$ cat config.mk
export PLATFORM = sky130hd
export DESIGN_NAME = ppg_timer
export DESIGN_NICKNAME = d
export VERILOG_FILES = /design/src/hw/ppg_timer_pkg.sv /design/src/hw/ppg_timer.sv
export SDC_FILE = /design/constraint.sdc
export NUM_CORES = 1
export LEC_CHECK = 0
export BUFFER_PORTS_ARGS = -buffer_cell sky130_fd_sc_hd__buf_2
export CAP_MARGIN = 0
export CORE_ASPECT_RATIO = 0.6
export CORE_MARGIN = 2
export CORE_UTILIZATION = 45
export CTS_BUF_LIST = sky130_fd_sc_hd__clkbuf_8
export DETAILED_ROUTE_END_ITERATION = 8
export HOLD_SLACK_MARGIN = 0.05
export PLACE_DENSITY_LB_ADDON = 0.2
export SYNTH_ARGS = -nofsm -noshare
export SYNTH_HDL_FRONTEND = slang
export SYNTH_SLANG_ARGS = --single-unit
$ cat constraint.sdc
create_clock -name pclk -period 3.5 [get_ports pclk]
set_input_delay 0.525 -clock pclk [delete_from_list [all_inputs] [get_ports pclk]]
set_output_delay 0.525 -clock pclk [all_outputs]
set_load 0.1 [all_outputs]
$ cat src/hw/ppg_timer_pkg.sv
/*
  Shared constants and types of the pulse generator channel: register map,
  field positions, reset values, function, clock and edge codes.
  Assumes a 32-bit APB register bus with byte addresses on paddr.
*/
package ppg_timer_pkg;

  localparam logic [7:0] TIMER_CONTROL_OFS = 8'h00;
  localparam logic [7:0] STATUS_CONTROL_OFS = 8'h04;
  localparam logic [7:0] LOW_WIDTH_RELOAD_OFS = 8'h08;
  localparam logic [7:0] HIGH_WIDTH_RELOAD_OFS = 8'h0C;
  localparam logic [7:0] COUNTER_VALUE_OFS = 8'h10;

  // timer_control fields
  localparam int SW_TRIG_BIT = 0;
  localparam int COUNT_EN_BIT = 1;
  localparam int ONESHOT_BIT = 2;
  localparam int POLARITY_BIT = 3;
  localparam int FUNC_LSB = 4;
  localparam int EDGE_LSB = 8;
  localparam int MASK_BIT = 10;
  localparam int RESTART_BIT = 11;
  localparam int CLK_SEL_LSB = 12;
  // status_control fields, timer_control_ext sits in bits 15:8 of the same word
  localparam int UDF_FLAG_BIT = 0;
  localparam int TRIG_FLAG_BIT = 2;
  localparam int UDF_IE_BIT = 4;
  localparam int TRIG_IE_BIT = 6;
  localparam int CLK_MSB_BIT = 8;

  localparam logic [15:0] CTRL_RESET = 16'h0000;
  localparam logic [7:0] STATUS_RESET = 8'h00;
  localparam logic [7:0] EXT_RESET = 8'h00;
  localparam logic [15:0] RELOAD_RESET = 16'h0000;
  localparam logic [15:0] COUNT_RESET = 16'h0000;
  localparam logic [15:0] COUNT_ZERO = 16'h0000;

  localparam logic [2:0] FUNC_RESET_MODE = 3'h0;
  localparam logic [2:0] FUNC_PWM = 3'h1;
  localparam logic [2:0] FUNC_PPG = 3'h2;
  localparam logic [2:0] FUNC_RELOAD = 3'h3;
  localparam logic [2:0] FUNC_CAPTURE = 3'h4;

  localparam logic [1:0] EDGE_NONE = 2'h0;
  localparam logic [1:0] EDGE_RISE = 2'h1;
  localparam logic [1:0] EDGE_FALL = 2'h2;
  localparam logic [1:0] EDGE_BOTH = 2'h3;

  localparam logic [3:0] CLK_EXT_RISE = 4'h5;
  localparam logic [3:0] CLK_EXT_FALL = 4'h6;
  localparam logic [3:0] CLK_EXT_BOTH = 4'h7;
  localparam logic [10:0] PRESCALE_ZERO = 11'h000;

  typedef enum logic [1:0] {
    PH_IDLE = 2'b00,
    PH_LOW = 2'b01,
    PH_HIGH = 2'b10
  } phase_t;

  typedef struct packed {
    logic [2:0] clk_sel;
    logic restart_enable;
    logic output_mask;
    logic [1:0] trigger_edge_select;
    logic [2:0] timer_function_select;
    logic output_polarity_select;
    logic oneshot_mode_select;
    logic count_enable_bit;
  } ctrl_t;

  typedef struct packed {
    logic trigger_irq_enable;
    logic underflow_irq_enable;
    logic trigger_irq_flag;
    logic underflow_irq_flag;
  } status_t;

endpackage : ppg_timer_pkg

$ cat src/hw/ppg_timer.sv
/*
  One base timer channel in programmable pulse generator mode, APB slave.
  Assumes APB3 with zero wait states, inputs synchronous to pclk, and a
  sideband rmw_access that is high during the read of a read-modify-write.
*/
// Our own choices: the APB slave port and the placing of the registers.
// Overview of operation
// - Function select: 000 reset, 001 PWM, 010 PPG, 011 reload, 100 capture.
// - Polarity bit 0 gives LOW idle output, 1 gives HIGH idle output.
// - Mode bit: 0 continuous, 1 one-shot; change only while stopped.
// - Count enable 1 runs the counter; writing 0 stops it.
// - Writing 0 to count enable forces the pulse output LOW.
// - Software trigger bit starts when enabled and always reads 0.
// - Writing enable and trigger together enables and starts at once.
// - Software trigger works whatever the edge selection.
// - Extension byte holds only clock select MSB; other bits read 0.
// - Trigger flag with its enable raises an interrupt request.
// - Underflow flag with its enable raises an interrupt request.
// - Trigger flag sets on any trigger; write 0 clears, 1 keeps.
// - Read-modify-write reads return 1 for both flags.
// - Underflow flag sets at end of HIGH width; write 0 clears.
// - LOW reload loads counter on start and after HIGH underflow.
// - HIGH reload goes to buffer then counter after LOW underflow.
// - Counter readback register shows the down counter, 0 after reset.
// - Each phase lasts reload plus one count clocks.
// - Four-bit clock select: prescaled machine clock or external edges.
// - Edge select: 00 off, 01 rising, 10 falling, 11 both.
// - Restart enable lets triggers restart a running pulse.
`timescale 1ns/1ns
`default_nettype none
module ppg_timer
  import ppg_timer_pkg::*;
(
  input wire logic pclk,
  input wire logic presetn,
  input wire logic psel,
  input wire logic penable,
  input wire logic pwrite,
  input wire logic [7:0] paddr,
  input wire logic [31:0] pwdata,
  output logic [31:0] prdata,
  output logic pready,
  output logic pslverr,
  input wire logic rmw_access,
  input wire logic trigger_in,
  input wire logic ext_clock_in,
  output logic pulse_out,
  output logic irq_req
);

  ctrl_t ctrl_q;
  status_t stat_q;
  logic clock_select_msb_q;
  logic [15:0] low_width_reload_q;
  logic [15:0] high_width_reload_q;
  logic [15:0] high_width_buffer_q;
  logic [15:0] count_q;
  phase_t phase_q;
  logic [10:0] prescale_q;
  logic trig_in_q;
  logic ext_clk_q;
  logic force_low_q;
  logic pulse_q;
  logic [31:0] rdata_d;

  // Prescaler limit, divide-by minus one; external and prohibited codes give no tick
  function automatic logic [10:0] div_limit(input logic [3:0] sel);
    logic [10:0] lim;
    lim = PRESCALE_ZERO;
    unique case (sel)
      4'h0: lim = 11'h000;
      4'h1: lim = 11'h003;
      4'h2: lim = 11'h00F;
      4'h3: lim = 11'h07F;
      4'h4: lim = 11'h0FF;
      4'h8: lim = 11'h1FF;
      4'h9: lim = 11'h3FF;
      4'hA: lim = 11'h7FF;
      default: lim = PRESCALE_ZERO;
    endcase
    return lim;
  endfunction : div_limit

  function automatic logic edge_hit(input logic [1:0] sel, input logic prev, input logic now);
    logic hit;
    hit = 1'b0;
    unique case (sel)
      EDGE_NONE: hit = 1'b0;
      EDGE_RISE: hit = now & ~prev;
      EDGE_FALL: hit = prev & ~now;
      EDGE_BOTH: hit = now ^ prev;
    endcase
    return hit;
  endfunction : edge_hit

  logic access;
  logic wr;
  logic wr_ctrl;
  logic wr_stat;
  logic mapped;
  logic ppg_sel;
  logic sw_trig;
  logic ext_trig;
  logic start_req;
  logic start;
  logic [3:0] clk_code;
  logic internal_clk;
  logic tick;
  logic at_zero;
  logic low_done;
  logic high_done;
  logic stop_write;

  assign access = psel & penable;
  assign wr = access & pwrite;
  assign wr_ctrl = wr & (paddr == TIMER_CONTROL_OFS);
  assign wr_stat = wr & (paddr == STATUS_CONTROL_OFS);
  assign mapped = (paddr == TIMER_CONTROL_OFS) | (paddr == STATUS_CONTROL_OFS) |
                  (paddr == LOW_WIDTH_RELOAD_OFS) | (paddr == HIGH_WIDTH_RELOAD_OFS) |
                  (paddr == COUNTER_VALUE_OFS);
  assign pready = 1'b1;
  assign pslverr = access & ~mapped;

  assign ppg_sel = ctrl_q.timer_function_select == FUNC_PPG;
  // The trigger bit counts only if the same write leaves the counter enabled
  assign sw_trig = wr_ctrl & pwdata[SW_TRIG_BIT] & pwdata[COUNT_EN_BIT];
  assign ext_trig = ctrl_q.count_enable_bit &
                    edge_hit(ctrl_q.trigger_edge_select, trig_in_q, trigger_in);
  assign start_req = (sw_trig | ext_trig) & ppg_sel;
  assign start = start_req & ((phase_q == PH_IDLE) | ctrl_q.restart_enable);
  assign stop_write = wr_ctrl & ~pwdata[COUNT_EN_BIT];

  assign clk_code = {clock_select_msb_q, ctrl_q.clk_sel};
  assign internal_clk = ~((clk_code == CLK_EXT_RISE) | (clk_code == CLK_EXT_FALL) |
                          (clk_code == CLK_EXT_BOTH));
  always_comb begin
    tick = 1'b0;
    if (internal_clk) begin
      tick = (div_limit(clk_code) != PRESCALE_ZERO || clk_code == 4'h0) &&
             prescale_q == div_limit(clk_code);
    end else begin
      tick = edge_hit(clk_code[1:0] - 2'h0, ext_clk_q, ext_clock_in);
    end
  end
  assign at_zero = count_q == COUNT_ZERO;
  assign low_done = tick & at_zero & (phase_q == PH_LOW) & ~start;
  assign high_done = tick & at_zero & (phase_q == PH_HIGH) & ~start;

  // Control registers
  always_ff @(posedge pclk or negedge presetn) begin
    if (!presetn) begin
      ctrl_q <= ctrl_t'(CTRL_RESET[12:0]);
      clock_select_msb_q <= 1'b0;
    end else begin
      if (wr_ctrl) begin
        ctrl_q.clk_sel <= pwdata[CLK_SEL_LSB +: 3];
        ctrl_q.restart_enable <= pwdata[RESTART_BIT];
        ctrl_q.output_mask <= pwdata[MASK_BIT];
        ctrl_q.trigger_edge_select <= pwdata[EDGE_LSB +: 2];
        ctrl_q.timer_function_select <= pwdata[FUNC_LSB +: 3];
        ctrl_q.output_polarity_select <= pwdata[POLARITY_BIT];
        ctrl_q.oneshot_mode_select <= pwdata[ONESHOT_BIT];
        ctrl_q.count_enable_bit <= pwdata[COUNT_EN_BIT];
      end
      if (wr_stat) begin
        clock_select_msb_q <= pwdata[CLK_MSB_BIT];
      end
    end
  end

  // Flags: a hardware set in the clearing cycle wins
  always_ff @(posedge pclk or negedge presetn) begin
    if (!presetn) begin
      stat_q.trigger_irq_flag <= 1'b0;
      stat_q.underflow_irq_flag <= 1'b0;
      stat_q.trigger_irq_enable <= 1'b0;
      stat_q.underflow_irq_enable <= 1'b0;
    end else begin
      if (wr_stat) begin
        stat_q.trigger_irq_enable <= pwdata[TRIG_IE_BIT];
        stat_q.underflow_irq_enable <= pwdata[UDF_IE_BIT];
      end
      if (start_req) begin
        stat_q.trigger_irq_flag <= 1'b1;
      end else if (wr_stat && !pwdata[TRIG_FLAG_BIT]) begin
        stat_q.trigger_irq_flag <= 1'b0;
      end
      if (high_done) begin
        stat_q.underflow_irq_flag <= 1'b1;
      end else if (wr_stat && !pwdata[UDF_FLAG_BIT]) begin
        stat_q.underflow_irq_flag <= 1'b0;
      end
    end
  end

  // Reload registers; reset to zero since software must set them before use
  always_ff @(posedge pclk or negedge presetn) begin
    if (!presetn) begin
      low_width_reload_q <= RELOAD_RESET;
      high_width_reload_q <= RELOAD_RESET;
    end else begin
      if (wr && paddr == LOW_WIDTH_RELOAD_OFS) begin
        low_width_reload_q <= pwdata[15:0];
      end
      if (wr && paddr == HIGH_WIDTH_RELOAD_OFS) begin
        high_width_reload_q <= pwdata[15:0];
      end
    end
  end

  // Input edge history
  always_ff @(posedge pclk or negedge presetn) begin
    if (!presetn) begin
      trig_in_q <= 1'b0;
      ext_clk_q <= 1'b0;
    end else begin
      trig_in_q <= trigger_in;
      ext_clk_q <= ext_clock_in;
    end
  end

  // Prescaler restarts with each start so the first phase is full length
  always_ff @(posedge pclk or negedge presetn) begin
    if (!presetn) begin
      prescale_q <= PRESCALE_ZERO;
    end else if (start || phase_q == PH_IDLE || prescale_q == div_limit(clk_code)) begin
      prescale_q <= PRESCALE_ZERO;
    end else begin
      prescale_q <= prescale_q + 11'h001;
    end
  end

  // Down counter and phase sequencer
  always_ff @(posedge pclk or negedge presetn) begin
    if (!presetn) begin
      phase_q <= PH_IDLE;
      count_q <= COUNT_RESET;
      high_width_buffer_q <= RELOAD_RESET;
    // The enable bit is still 0 in the cycle of an enable-and-trigger write
    end else if (stop_write || !ppg_sel || (!ctrl_q.count_enable_bit && !start)) begin
      phase_q <= PH_IDLE;
    end else if (start) begin
      phase_q <= PH_LOW;
      count_q <= low_width_reload_q;
      high_width_buffer_q <= high_width_reload_q;
    end else if (low_done) begin
      phase_q <= PH_HIGH;
      count_q <= high_width_buffer_q;
    end else if (high_done) begin
      count_q <= low_width_reload_q;
      high_width_buffer_q <= high_width_reload_q;
      phase_q <= ctrl_q.oneshot_mode_select ? PH_IDLE : PH_LOW;
    end else if (tick && phase_q != PH_IDLE) begin
      count_q <= count_q - 16'h0001;
    end
  end

  // Output pin; a stop write drives LOW whatever the polarity
  always_ff @(posedge pclk or negedge presetn) begin
    if (!presetn) begin
      force_low_q <= 1'b0;
    end else if (stop_write) begin
      force_low_q <= 1'b1;
    end else if (start) begin
      force_low_q <= 1'b0;
    end
  end

  logic pulse_d;
  phase_t phase_next;
  always_comb begin
    phase_next = phase_q;
    if (start) begin
      phase_next = PH_LOW;
    end else if (low_done) begin
      phase_next = PH_HIGH;
    end else if (high_done) begin
      phase_next = ctrl_q.oneshot_mode_select ? PH_IDLE : PH_LOW;
    end
    if (stop_write || (force_low_q && !start)) begin
      pulse_d = 1'b0;
    end else if (ctrl_q.output_mask) begin
      pulse_d = ctrl_q.output_polarity_select;
    end else begin
      pulse_d = (phase_next == PH_HIGH) ^ ctrl_q.output_polarity_select;
    end
  end

  always_ff @(posedge pclk or negedge presetn) begin
    if (!presetn) begin
      pulse_q <= 1'b0;
    end else begin
      pulse_q <= pulse_d;
    end
  end
  assign pulse_out = pulse_q;

  assign irq_req = (stat_q.trigger_irq_flag & stat_q.trigger_irq_enable) |
                   (stat_q.underflow_irq_flag & stat_q.underflow_irq_enable);

  // Read mux; prdata is registered so it is valid in the access phase
  always_comb begin
    rdata_d = 32'h0000_0000;
    unique case (paddr)
      TIMER_CONTROL_OFS: begin
        rdata_d[15:0] = {1'b0, ctrl_q.clk_sel, ctrl_q.restart_enable, ctrl_q.output_mask,
                         ctrl_q.trigger_edge_select, 1'b0, ctrl_q.timer_function_select,
                         ctrl_q.output_polarity_select, ctrl_q.oneshot_mode_select,
                         ctrl_q.count_enable_bit, 1'b0};
      end
      STATUS_CONTROL_OFS: begin
        rdata_d[CLK_MSB_BIT] = clock_select_msb_q;
        rdata_d[TRIG_IE_BIT] = stat_q.trigger_irq_enable;
        rdata_d[UDF_IE_BIT] = stat_q.underflow_irq_enable;
        rdata_d[TRIG_FLAG_BIT] = stat_q.trigger_irq_flag | rmw_access;
        rdata_d[UDF_FLAG_BIT] = stat_q.underflow_irq_flag | rmw_access;
      end
      LOW_WIDTH_RELOAD_OFS: rdata_d[15:0] = low_width_reload_q;
      HIGH_WIDTH_RELOAD_OFS: rdata_d[15:0] = high_width_reload_q;
      COUNTER_VALUE_OFS: rdata_d[15:0] = count_q;
      default: rdata_d = 32'h0000_0000;
    endcase
  end

  always_ff @(posedge pclk or negedge presetn) begin
    if (!presetn) begin
      prdata <= 32'h0000_0000;
    end else if (psel && !penable && !pwrite) begin
      prdata <= rdata_d;
    end
  end

  property p_sw_trig_reads_zero;
    @(posedge pclk) disable iff (!presetn)
      (psel && !penable && !pwrite && paddr == TIMER_CONTROL_OFS) |=> !prdata[SW_TRIG_BIT];
  endproperty
  a_sw_trig_reads_zero: assert property (p_sw_trig_reads_zero) else $error("trigger bit read 1");

  property p_stop_forces_low;
    @(posedge pclk) disable iff (!presetn)
      stop_write |=> !pulse_out && phase_q == PH_IDLE;
  endproperty
  a_stop_forces_low: assert property (p_stop_forces_low) else $error("output not low after stop");

  property p_start_loads_low;
    @(posedge pclk) disable iff (!presetn)
      (start && !stop_write) |=>
        count_q == $past(low_width_reload_q) && high_width_buffer_q == $past(high_width_reload_q);
  endproperty
  a_start_loads_low: assert property (p_start_loads_low) else $error("start did not reload");

  property p_low_end_loads_buffer;
    @(posedge pclk) disable iff (!presetn)
      (low_done && ctrl_q.count_enable_bit && ppg_sel && !stop_write) |=>
        phase_q == PH_HIGH && count_q == $past(high_width_buffer_q);
  endproperty
  a_low_end_loads_buffer: assert property (p_low_end_loads_buffer) else $error("bad LOW end");

  property p_trig_flag_sets;
    @(posedge pclk) disable iff (!presetn)
      start_req |=> stat_q.trigger_irq_flag;
  endproperty
  a_trig_flag_sets: assert property (p_trig_flag_sets) else $error("trigger flag not set");

  property p_udf_flag_write_one_keeps;
    @(posedge pclk) disable iff (!presetn)
      (stat_q.underflow_irq_flag && wr_stat && pwdata[UDF_FLAG_BIT]) |=> stat_q.underflow_irq_flag;
  endproperty
  a_udf_flag_write_one_keeps: assert property (p_udf_flag_write_one_keeps) else $error("udf lost");

  property p_irq_follows_flags;
    @(posedge pclk) disable iff (!presetn)
      (stat_q.underflow_irq_flag && stat_q.underflow_irq_enable) |-> irq_req;
  endproperty
  a_irq_follows_flags: assert property (p_irq_follows_flags) else $error("irq missing");

  property p_oneshot_stops;
    @(posedge pclk) disable iff (!presetn)
      (high_done && ctrl_q.oneshot_mode_select && ctrl_q.count_enable_bit && ppg_sel &&
       !stop_write) |=> phase_q == PH_IDLE ##1 (phase_q == PH_IDLE || $past(start));
  endproperty
  a_oneshot_stops: assert property (p_oneshot_stops) else $error("one-shot did not stop");

  property p_ext_upper_zero;
    @(posedge pclk) disable iff (!presetn)
      (psel && !penable && !pwrite && paddr == STATUS_CONTROL_OFS) |=> prdata[15:9] == 7'h00;
  endproperty
  a_ext_upper_zero: assert property (p_ext_upper_zero) else $error("reserved bits nonzero");

endmodule : ppg_timer
`default_nettype wire

# After elaboration in Yosys (flattened, before gate mapping)
# Memory sizes are Yosys's and may differ from the RTL's.
# Cells that the tools add are included.
[word_totals]
out_inout_bits = 36
rom_bits = 528
register_bits = 115
memories = 3
[op_classes]
addsub = 2
bitwise = 44
mux = 36
n_eq_ne = 20
reduce_logical = 38
[mem_list]
columns = ["memory", "words", "width", "rd", "rd_clocked_by_memory_dff", "write_ports", "line", "text"]
rows = [
  ["(no name shown)", 16, 11, 1, 0, 0, "ppg_timer.sv:70", "unique case (sel)"],
  ["(no name shown)", 16, 11, 1, 0, 0, "ppg_timer.sv:70", ""],
  ["(no name shown)", 16, 11, 1, 0, 0, "ppg_timer.sv:70", ""],
]
[ops]
columns = ["op", "count"]
rows = [
  ["$mux 16", 7],
  ["$mux 11", 3],
  ["$pmux 7 s4", 1],
  ["$pmux 1 s4", 6],
  ["$and 1x1->1", 22],
  ["$eq 11x11->1", 2],
  ["$pmux 1 s5", 4],
  ["$eq 8x4->1 const B", 2],
  ["$logic_not 16->1", 1],
  ["$sub 16x1->16 const B", 1],
  ["$eq 2x2->1 const B", 6],
  ["$eq 4x3->1 const B", 3],
  ["$add 11x1->11 const B", 1],
  ["$or 1x1->1", 11],
  ["$reduce_bool 11->1", 1],
  ["$logic_and 1x1->1", 10],
  ["$mux 1", 10],
  ["$reduce_bool 2->1", 5],
  ["$eq 8x3->1 const B", 1],
  ["$eq 8x5->1 const B", 1],
  ["$logic_not 8->1", 1],
  ["$mux 2", 4],
  ["$not 1->1", 8],
  ["$logic_not 1->1", 7],
  ["other kinds (11)", 22],
]

# Logic depth before layout (Yosys ltp)
# Gate-level depths: netlist of the first run.
[logic_depth]
word_depth = 18
mapped_depth = 12
depth_no_buf = 10

# Worst setup path after synthesis of the first run
# No wires, ideal clock.
[synth_timing]
path_type = "in2out"
from = "input paddr[5]"
to = "output pslverr"
n_path_buf = 1
path_slack_ns = -0.209
arrival_time_ns = 3.184
cell_stages = 5
cell_sequence = "nor4_1 > nand3_1 > clkbuf_1 > nand2_1 > nor3_1"
[synth_via]
elab_chain_cells = 7
[synth_rtl]
columns = ["item", "line", "text"]
rows = [
  ["from (decl)", "ppg_timer.sv:39", "input wire logic [7:0] paddr,"],
  ["$eq 8x3->1 / $logic_not 8->1 (equally long branches)", "ppg_timer.sv:118", "assign mapped = (paddr == TIMER_CONTROL_OFS) | (paddr == STATUS_CONTROL_OFS) |"],
  ["$or 1x1->1 (2 in series)", "ppg_timer.sv:118", ""],
  ["$or 1x1->1", "ppg_timer.sv:119", "(paddr == LOW_WIDTH_RELOAD_OFS) | (paddr == HIGH_WIDTH_RELOAD_OFS) |"],
  ["$or 1x1->1 (*)", "ppg_timer.sv:119", ""],
  ["$not 1->1 (*)", "ppg_timer.sv:122", "assign pslverr = access & ~mapped;"],
  ["$and 1x1->1 (*)", "ppg_timer.sv:122", ""],
  ["to (decl)", "ppg_timer.sv:43", "output logic pslverr,"],
]
# Every way passes the cells marked *; elsewhere a longest branch is shown, timed or not.

# Final worst setup path of the first run
[layout_timing]
from = "register ctrl_q, in the netlist clk_code[0]"
to = "register high_width_buffer_q[11]"
[layout_via]
elab_chain_cells = 11
[layout_rtl]
columns = ["item", "line", "text"]
rows = [
  ["from (decl)", "ppg_timer.sv:51", "ctrl_t ctrl_q;"],
  ["from (signal assigned)", "ppg_timer.sv:152", "ctrl_q <= ctrl_t'(CTRL_RESET[12:0]);"],
  ["$mem_v2 16x11", "n/a", ""],
  ["$mux 11", "ppg_timer.sv:138", "if (internal_clk) begin"],
  ["$reduce_bool 11->1", "ppg_timer.sv:139", "tick = (div_limit(clk_code) != PRESCALE_ZERO || clk_code == 4'h0) &&"],
  ["$logic_or 1x1->1", "ppg_timer.sv:139", ""],
  ["$logic_and 1x1->1", "ppg_timer.sv:139", ""],
  ["$mux 1 (*)", "ppg_timer.sv:138", ""],
  ["$and 1x1->1 (*)", "ppg_timer.sv:146, ppg_timer.sv:147", ""],
  ["$and 1x1->1, on equally long branches (2 in series)", "ppg_timer.sv:146, ppg_timer.sv:147", ""],
  ["$ne 2x2->1 (no line) / $reduce_bool 2->1 (equally long branches)", "n/a", ""],
  ["$reduce_and 3->1 (no line) (*)", "n/a", ""],
  ["to (signal assigned)", "ppg_timer.sv:245", "high_width_buffer_q <= high_width_reload_q;"],
  ["to (signal assigned)", "ppg_timer.sv:251", "high_width_buffer_q <= high_width_reload_q;"],
  ["to (decl)", "ppg_timer.sv:56", "logic [15:0] high_width_buffer_q;"],
]
# Every way passes the cells marked *; elsewhere a longest branch is shown, timed or not. The select of a mux whose other input is x is not followed.
# A chain may end at the register's enable or synchronous reset.

==> impl_metrics.json, run 1 <==
{
  "finalCritPeriodShare_pct": 94.1,
  "crit_top_cell": "or3_1",
  "ys_ff_latch": 115,
  "tightest_slew_ns": 0.866,
  "cp_slowest_cell": "or3_1",
  "r2r_start": "clk_code[0]$_DFFE_PN0N_",
  "setup_viol": 0,
  "skew_ns": 0.0107,
  "placed_cell_area_um2": 6950,
  "critPathMaxStageDelay_ns": 0.42,
  "nets": 763,
  "drt_iter0_drc": 508,
  "yosys.area.top_type": "dfrtp_1",
  "post-place-cells": 876,
  "rsz0062_at_grt": "false",
  "die_area_um2": 15100,
  "die_w_um": 157,
  "vias_per_cell": 5.94,
  "place.gp.congestion": 0.939,
  "htreeDepth": 4,
  "synth_top_area_share_pct": 45.4,
  "io_buffers": 50,
  "drive_gt1_share_pct": 26.5,
  "grt.total_usage_pct": 25.3,
  "cp.buffers_inverters": 1,
  "grt_busiest_layer": "met1",
  "power_density_nw_per_um2": 428,
  "drc": 0,
  "critPathKind": "flop to flop",
  "grt_pass1_wl_um": 28500,
  "min_period_ns": 3.29,
  "drv_slew": 0,
  "critPathLaunchType": "flop",
  "cts.path.max_buffers": 2,
  "area_delta_synth_final_pct": 17.6,
  "fmax_mhz": 304,
  "root_buffer": "clkbuf_8",
  "clock-sinks": 115,
  "final-hold-violation-count": 0,
  "grt_max_degree": 63,
  "fin_cells": 908,
  "start_util_pct": 46.2,
  "io_pins": 84,
  "synth_edf_count": 0,
  "synthArstFlopShare_pct": 100,
  "first_pass_iters": 5,
  "yosys_warnings": 0,
  "final_cell_area_um2": 7450,
  "status": "complete, no violations",
  "ys_seq_area_share_pct": 45.4,
  "final_common_cell": "dfrtp_1",
  "antenna_found_initial": 0,
  "synth_area_um2": 6340,
  "vdd_drop_max_uv": 236,
  "timing.rr.end": "high_width_buffer_q[11]$_DFFE_PN0P_",
  "nFillCells": 1290,
  "crit_path_cell_trace": "ha_1 > or3b_4 > and3_1 > or3_1 > or3_1 > o21ai_1 > nand2_2 > o31a_4 > buf_12 > mux2_1",
  "mostFrequentLayoutCells": "dfrtp_1 (115), nand2_1 (56), mux2_2 (51)",
  "clkTransAtPathRegs_ns": 0.08,
  "cts_tree": "done",
  "clk_latency_ns": 0.44,
  "met3_usage_pct": 6.84,
  "diodes": 0,
  "netlist_instances": 632,
  "path_delay_family": "simple AND/OR/NAND/NOR gates",
  "antenna_left": 0,
  "globalRouteMet1Util_pct": 38.1,
  "row_count": 33,
  "grt_pass1_vias": 5073,
  "vias": 5393,
  "cts-buffers-inserted": 17,
  "syn_avg_cell_area_um2": 10.0,
  "crit_arrival_ns": 3.61,
  "drv_cap": 0,
  "crit_fanout": 11,
  "endpoint_kind": "flop",
  "core_um2": 13700,
  "netlist_top_cells_area": "dfrtp_1 (45%), mux2_2 (9.1%), nand2_1 (3.4%), a21oi_1 (2.8%), nor2_1 (2.5%)",
  "crit_required_ns": 3.82,
  "hold_buffers": 0,
  "slew_headroom_pct": 42.1,
  "gr-total-overflow": 0,
  "rrSetupSlack_ns": 0.21,
  "worstHoldPathType": "input port to asynchronous set/reset pin",
  "fp.dieH_um": 95.9,
  "routed_wl_um": 18200,
  "globalRouteMet2Util_pct": 35.8,
  "r2r_cells": 10,
  "dp_hpwl_um": 13000,
  "wl_per_cell_um": 20.1,
  "setup-tns-final_ns": 0,
  "yosys.cell_types.count": 58,
  "p_leak_uw": 0.00351,
  "synth_top_flop_cell": "dfrtp_1"
}
-- state kept, by name, indices dropped and copies added (netlist names), 4 cells and up --
signal and count:
low_width_reload_q 16, high_width_reload_q 16, count_q 16, prdata 16
stat_q 4, ctrl_q 10, prescale_q 11, high_width_buffer_q 16
-- synth_stat cells (13+ instances only) --
| master | n |
|---|---|
| mux2_2 | 51 |
| o21ai_0 | 26 |
| nand3_1 | 13 |
| nand2_1 | 57 |
| xnor2_1 | 13 |
| inv_1 | 18 |
| mux2i_1 | 13 |
| nor3_1 | 23 |
| buf_4 | 17 |
| dfrtp_1 | 115 |
| nor2_1 | 42 |
| clkbuf_1 | 24 |
| a21oi_1 | 36 |
-- worst max path at each step --
stage	endpoint	cells past startpoint	from
floorplan	high_width_buffer_q[0]$_DFFE_PN0P_	11	clk_code[1]$_DFFE_PN0N_
global placement	pulse_out$_DFF_PN0_	11	clk_code[0]$_DFFE_PN0N_
detailed placement	high_width_buffer_q[11]$_DFFE_PN0P_	12	clk_code[0]$_DFFE_PN0N_
CTS	high_width_buffer_q[11]$_DFFE_PN0P_	12	clk_code[1]$_DFFE_PN0N_
global route	high_width_buffer_q[11]$_DFFE_PN0P_	12	clk_code[0]$_DFFE_PN0N_
finish	high_width_buffer_q[11]$_DFFE_PN0P_	10	clk_code[0]$_DFFE_PN0N_
-- metrics by stage --
step	setup slack, ns	hold WS (ns)	utilization (%)	total power [uW]
finish	0.208	0.129	54.4	3190
floorplan	0.203	0.229	-	1600
global placement	0.180	0.456	50.7	1680
global route	0.0187	0.168	54.4	3290
CTS	0.0953	0.152	54.2	3210
detailed placement	0.127	0.462	50.7	1680
-- worst reg2reg max path, stage by stage (launching register included) --
cell and delay, ns:
dfrtp_1 0.39, ha_1 0.24, or3b_4 0.40, and3_1 0.17, or3_1 0.31, or3_1 0.42, o21ai_1 0.21, nand2_2 0.12
o31a_4 0.42, buf_12 0.18, mux2_1 0.32
-- power breakdown --
| group | switching (uW) | internal (uW) | total [uW] |
|---|---|---|---|
| clock | 591 | 936 | 1530 |
| combinational | 242 | 60.1 | 302 |
| sequential | 12.9 | 1350 | 1360 |
-- timing repair --
item / CTS / global route
gates resized for setup: 0 / 8
setup buffers: 0 / 0
endpoints found under the setup margin: 0 / 18
-- final cells by class --
| type | count | area, um^2 | share of cell area [%] |
|---|---|---|---|
| clock buffers | 18 | 248 | 3.32 |
| clock inverters | 14 | 234 | 3.14 |
| well taps | 192 | 240 | 3.22 |
| repair buffers | 84 | 546 | 7.32 |
| flip-flops and latches | 115 | 2880 | 38.6 |
| multi-input cells | 467 | 3240 | 43.5 |
| inverters | 18 | 67.6 | 0.907 |
-- cell families (layout without fill, tap and decap cells) --
family | count (synthesis) | count (layout) | synth area share [%]
other cells | 2 | 17 | 0.119
flops | 115 | 115 | 45.4
simple gates | 197 | 197 | 15.4
xor+xnor | 24 | 24 | 3.32
buf+inv | 65 | 134 | 5.06
fa+ha+maj | 12 | 12 | 2.37
compound gates | 143 | 143 | 15.4
mux | 74 | 74 | 12.9
-- metal layers --
metal | vias to the layer above | part of all wire [%]
met4 | 0 | 1.7
met2 | 269 | 40
met5 | - | 0
met1 | 2673 | 49
li1 | 2422 | -
met3 | 29 | 8.8
(Power assumes the default switching activity.)
==> run 2: changes to the inputs <==
--- a/config.mk
+++ b/config.mk
@@ -5,12 +5,13 @@
 export SDC_FILE = /design/constraint.sdc
 export NUM_CORES = 1
 export LEC_CHECK = 0
+export ABC_AREA = 1
 export BUFFER_PORTS_ARGS = -buffer_cell sky130_fd_sc_hd__buf_2
 export CAP_MARGIN = 0
 export CORE_ASPECT_RATIO = 0.6
 export CORE_MARGIN = 2
 export CORE_UTILIZATION = 45
-export CTS_BUF_LIST = sky130_fd_sc_hd__clkbuf_8
+export CTS_BUF_LIST = sky130_fd_sc_hd__clkbuf_4
 export DETAILED_ROUTE_END_ITERATION = 8
 export HOLD_SLACK_MARGIN = 0.05
 export PLACE_DENSITY_LB_ADDON = 0.2
==> impl_metrics.json, run 2 <==
{
  "status": "complete, no violations",
  "netlist_instances": 849,
  "tightest_slew_ns": 1.07,
  "antenna_found_initial": 1,
  "drv_slew": 0,
  "row_count": 34,
  "min_to": "ext_clk_q$_DFF_PN0_",
  "synthArstFlopShare_pct": 100,
  "gr-total-overflow": 0,
  "power_density_nw_per_um2": 373,
  "root_buffer": "clkbuf_4",
  "grt.total_usage_pct": 25.2,
  "r2r_start": "count_q[0]$_DFFE_PN0P_",
  "synth_common_cells": "nand2_1 (234), dfrtp_1 (115), inv_1 (108)",
  "antenna_left": 0,
  "grt_max_degree": 79,
  "fp.dieH_um": 97.3,
  "nets": 965,
  "routed_wl_um": 18500,
  "crit_arrival_ns": 3.37,
  "rsz0062_at_grt": "false",
  "final_common_cell": "nand2_1",
  "cts_tree": "done",
  "hold_path_depth": 1,
  "final_cell_area_um2": 7270,
  "vdd_drop_max_uv": 178,
  "critPathLaunchType": "flop",
  "setup_viol": 0,
  "synth_top_flop_cell": "dfrtp_1",
  "cts-buffers-inserted": 17,
  "die_w_um": 159,
  "ys_seq_area_share_pct": 44.1,
  "start_util_pct": 45.5,
  "worstHoldPathType": "input port to flop",
  "timing.rr.end": "count_q[1]$_DFFE_PN0P_",
  "synth_top_area_share_pct": 44.1,
  "fmax_mhz": 344,
  "drc": 0,
  "grt_pass1_wl_um": 29900,
  "min_from": "ext_clock_in",
  "diodes": 0,
  "clk_latency_ns": 0.53,
  "yosys.cell_types.count": 47,
  "clkTransAtPathRegs_ns": 0.11,
  "area_delta_synth_final_pct": 11.5,
  "r2r_cells": 18,
  "yosysMostFrequentCell": "nand2_1",
  "dp_hpwl_um": 13500,
  "min_period_ns": 2.91,
  "crit_required_ns": 3.96,
  "synth_area_um2": 6520,
  "cts.path.max_buffers": 2,
  "skew_ns": 0.0175,
  "io_buffers": 50,
  "clock-sinks": 115,
  "post_cts_buffers": 0,
  "mostFrequentLayoutCells": "nand2_1 (234), dfrtp_1 (115), inv_1 (108)",
  "vias_per_cell": 5.24,
  "drive_gt1_share_pct": 14.1,
  "setup-tns-final_ns": 0,
  "core_um2": 14300,
  "first_pass_iters": 5,
  "post-place-cells": 1083,
  "place.gp.congestion": 0.917,
  "fin_cells": 1116,
  "grt_pass1_vias": 5350,
  "vias": 5845,
  "endpoint_kind": "flop",
  "placed_cell_area_um2": 6940,
  "syn_avg_cell_area_um2": 7.68,
  "netlist_top_cells_area": "dfrtp_1 (44%), nand2_1 (13%), inv_1 (6.2%), o21ai_0 (5.8%), nand3_1 (3.8%)",
  "yosys_warnings": 0,
  "io_pins": 84,
  "wl_per_cell_um": 16.6,
  "die_area_um2": 15500,
  "critPathKind": "flop to flop",
  "p_leak_uw": 0.00369,
  "finalCritPeriodShare_pct": 83.2,
  "crit_fanout": 9,
  "ys_ff_latch": 115,
  "synth_edf_count": 0,
  "yosys.area.top_type": "dfrtp_1",
  "nFillCells": 1470,
  "slew_headroom_pct": 28.8,
  "drv_cap": 0,
  "htreeDepth": 4,
  "rrSetupSlack_ns": 0.59,
  "final-hold-violation-count": 0,
  "drt_iter0_drc": 524
}
==> run 2: changes by cell type in the layout (fill, tap and decap cells not counted), sizes merged, moves of 10 or more <==
cell,previous run,this run
mux2i,13,0
a21oi,37,26
nor2,42,56
mux2,61,6
nor3,23,9
xnor2,13,1
nand3,13,54
o21ai,27,94
buf,84,66
a222oi,10,0
nand4,4,14
inv,20,113
nand2,57,239
==> run 2: final cells by class <==
cell class / instances / area (um^2) / area share [%]
clock buffer: 17 / 128 / 1.75
clock inverter: 15 / 190 / 2.62
inverter: 115 / 434 / 5.97
multi-input combinational: 589 / 3000 / 41.2
sequential: 115 / 2880 / 39.6
tap: 198 / 248 / 3.41
timing repair buffer: 67 / 395 / 5.44
==> run 2: what timing repair did <==
action | in CTS | in global routing
gates resized for setup | 0 | 0
hold buffers | 1 | 0
endpoints found under the hold margin | 37 | 0
==> run 2: worst max-delay path: stages (launching register included) <==
cell and delay [ns]:
dfrtp_1 0.42, inv_1 0.12, ha_1 0.19, nand2_1 0.09, nor2_2 0.16, nand2_2 0.10, nor2_2 0.13, nand3_1 0.11
nor2_2 0.18, nand3_2 0.13, nor2_4 0.15, and2_1 0.44, buf_4 0.26, nand3_1 0.08, nand2_1 0.06, inv_1 0.04
nand2_1 0.05, nand2_1 0.05, o21ai_1 0.08
==> run 2: metal layers <==
metal / up-vias / wire [um] / track usage, %
met3: 21 / 1840 / 7.64
met5: - / 0 / 0
met4: 0 / 291 / 7.27
li1: 2845 / - / -
met2: 256 / 6830 / 31.9
met1: 2723 / 9500 / 40.2
==> run 2: report_power, final <==
group          switching, uW  internal [uW]
Combinational            196           45.1
Clock                    555            559
Sequential              13.1           1340
Total                    764           1950
==> run 2: how the worst max path moves through the flow <==
stage | startpoint | to | slack, ns | cells after the start
after floorplan | paddr[7] | pslverr | 0.40 | 9
final | count_q[0]$_DFFE_PN0P_ | count_q[1]$_DFFE_PN0P_ | 0.59 | 18
after CTS | count_q[0]$_DFFE_PN0P_ | pulse_out$_DFF_PN0_ | 0.62 | 16
after global routing | count_q[0]$_DFFE_PN0P_ | pulse_out$_DFF_PN0_ | 0.27 | 16
after global placement | trigger_in | pulse_out$_DFF_PN0_ | 0.61 | 15
after detailed placement | trigger_in | pulse_out$_DFF_PN0_ | 0.57 | 15
==> run 2: logic make-up after synthesis <==
| logic type | count (synthesis) | synth area share [%] |
|---|---|---|
| XOR/XNOR | 11 | 1.48 |
| other | 2 | 0.115 |
| AND/OR/NAND/NOR | 383 | 26.0 |
| AO/OA/AOI/OAI | 160 | 14.1 |
| adder cells (fa/ha/maj) | 12 | 2.30 |
| flip-flops | 115 | 44.1 |
| multiplexers | 6 | 1.04 |
| buffers and inverters | 160 | 10.9 |
==> run 2: per-stage QoR <==
step	util, %	power [uW]	hold slack [ns]	setup slack (ns)
after global placement	48.4	1620	0.456	0.612
final	50.7	2710	0.128	0.589
after detailed placement	48.4	1620	0.458	0.568
after floorplan	-	1560	0.229	0.396
after CTS	50.7	2730	0.0875	0.616
after global routing	50.7	2820	0.0596	0.266
==> run 3: changes to the inputs <==
--- a/config.mk
+++ b/config.mk
@@ -5,7 +5,7 @@
 export SDC_FILE = /design/constraint.sdc
 export NUM_CORES = 1
 export LEC_CHECK = 0
-export ABC_AREA = 1
+export ABC_AREA = 0
 export BUFFER_PORTS_ARGS = -buffer_cell sky130_fd_sc_hd__buf_2
 export CAP_MARGIN = 0
 export CORE_ASPECT_RATIO = 0.6
==> constraint.sdc (replaced) <==
create_clock -name pclk -period 2.9 [get_ports pclk]
set_input_delay 0.435 -clock pclk [delete_from_list [all_inputs] [get_ports pclk]]
set_output_delay 0.435 -clock pclk [all_outputs]
set_load 0.1 [all_outputs]
==> impl_metrics.json, run 3 (same netlist as run 1, synthesis figures left out) <==
{
  "routed_wl_um": 19600,
  "htreeDepth": 4,
  "fp.dieH_um": 95.9,
  "worst_slack_ns": -0.193,
  "root_buffer": "clkbuf_4",
  "clock-sinks": 115,
  "rrSetupSlack_ns": -0.19,
  "grt.total_usage_pct": 27.4,
  "grt_max_degree": 71,
  "final_cell_area_um2": 7790,
  "place_ws_ns": -0.189,
  "vias_per_cell": 5.81,
  "clk_latency_ns": 0.54,
  "drv_cap": 0,
  "cts-buffers-inserted": 17,
  "core_um2": 13700,
  "io_buffers": 50,
  "antenna_found_initial": 0,
  "vdd_drop_max_uv": 209,
  "drt_iter0_drc": 448,
  "area_delta_synth_final_pct": 22.9,
  "start_util_pct": 46.2,
  "placed_cell_area_um2": 7350,
  "die_w_um": 157,
  "gr-total-overflow": 0,
  "post-place-cells": 919,
  "violations": "setup timing",
  "fmax_mhz": 323,
  "diodes": 0,
  "grt_pass1_vias": 5362,
  "final-hold-violation-count": 0,
  "cts.path.max_buffers": 2,
  "worstHoldPathType": "input port to flop",
  "r2r_start": "clk_code[1]$_DFFE_PN0N_",
  "critPathLaunchType": "flop",
  "tightest_slew_ns": 0.609,
  "p_leak_uw": 0.00367,
  "place.gp.congestion": 0.929,
  "status": "complete, but fails checks",
  "wl_per_cell_um": 20.4,
  "vias": 5570,
  "clkTransAtPathRegs_ns": 0.13,
  "antenna_left": 0,
  "mostFrequentLayoutCells": "dfrtp_1 (113), buf_4 (77), nand2_1 (57)",
  "crit_arrival_ns": 3.59,
  "die_area_um2": 15100,
  "power_density_nw_per_um2": 427,
  "drv_slew": 0,
  "holdWs_ns": 0.130,
  "rsz0062_at_grt": "true",
  "cp-startpoint": "clk_code[1]$_DFFE_PN0N_",
  "slew_headroom_pct": 59.4,
  "io_pins": 84,
  "fin_cells": 959,
  "grt_pass1_wl_um": 30500,
  "min_from": "pwdata[10]",
  "row_count": 33,
  "skew_ns": 0.0206,
  "crit_required_ns": 3.39,
  "finalCritPeriodShare_pct": 107,
  "final_common_cell": "dfrtp_1",
  "first_pass_iters": 6,
  "min_period_ns": 3.09,
  "setup_viol": 33,
  "dp_hpwl_um": 14400,
  "endpoint_kind": "flop",
  "nets": 814,
  "drive_gt1_share_pct": 33.8,
  "cts_tree": "done",
  "crit_fanout": 7,
  "drc": 0,
  "critPathKind": "flop to flop",
  "p_total_uw": 3330
}
==> run 3: changes by cell type in the layout (fill, tap and decap cells not counted), moves of 12 or more <==
| cell | delta |
|---|---|
| nand2_1 | -177 |
| inv_1 | -91 |
| mux2i_1 | +13 |
| buf_4 | +61 |
| mux2_2 | +51 |
| nand3_1 | -36 |
| o21ai_1 | -15 |
| xnor2_1 | +12 |
| o21ai_0 | -50 |
==> run 3: per-layer routing <==
metal  share of wire [%]  global-route usage [%]  up-vias
li1                    -                       -     2531
met1                  48                    40.7     2773
met2                  42                    39.2      233
met3                 8.3                    6.80       33
met4                 1.4                    8.86        0
met5                   0                       0        -
==> run 3: repair_timing <==
item	4_1_cts	5_1_grt
pin swaps	0	10
gates cloned	0	0
hold buffers	3	0
endpoints found under the hold margin	47	0
setup endpoints to repair	34	35
gates resized for setup	5	11
buffers inserted	1	4
==> run 3: through the flow <==
stage / setup TNS, ns / util, %
after floorplan: -3.10 / -
after global routing: -7.50 / 56.8
after CTS: -3.79 / 56.2
after global placement: -3.16 / 53.6
final: -4.63 / 56.8
after detailed placement: -4.30 / 53.6
==> run 3: cell type report <==
class,count,area (um^2)
well taps,192,240
clock inverters,15,171
clock buffers,17,128
fillers,1250,5920
multi-input cells,467,3340
repair buffers,135,960
flip-flops and latches,115,2880
inverters,18,67.6
==> run 3: report_power, final <==
part           switching, uW  internal (uW)  total [uW]
Sequential              16.0           1620        1640
Clock                    751            537        1290
Combinational            302           97.8         400
Total                   1070           2260        3330
==> run 3: final timing paths <==
kind,to,cells after the start
hold / removal,low_width_reload_q[10]$_DFFE_PN0P_,3
max in group asynchronous,clk_code[1]$_DFFE_PN0N_,3
hold reg to reg,prdata[14]$_DFFE_PN0P_,1
min in group asynchronous,ctrl_q[3]$_DFFE_PN0N_,2
setup reg to reg,stat_q[0]$_DFFE_PN0P_,11
setup / recovery,stat_q[0]$_DFFE_PN0P_,11
==> run 3: worst max-delay path: stages, from the launching register on <==
cell	delay (ns)
dfrtp_2	0.47
ha_4	0.17
or3b_4	0.39
and3_1	0.17
or3_4	0.32
or3_4	0.36
o21a_4	0.21
or4_4	0.50
buf_4	0.17
buf_6	0.10
buf_4	0.12
nand2_1	0.04
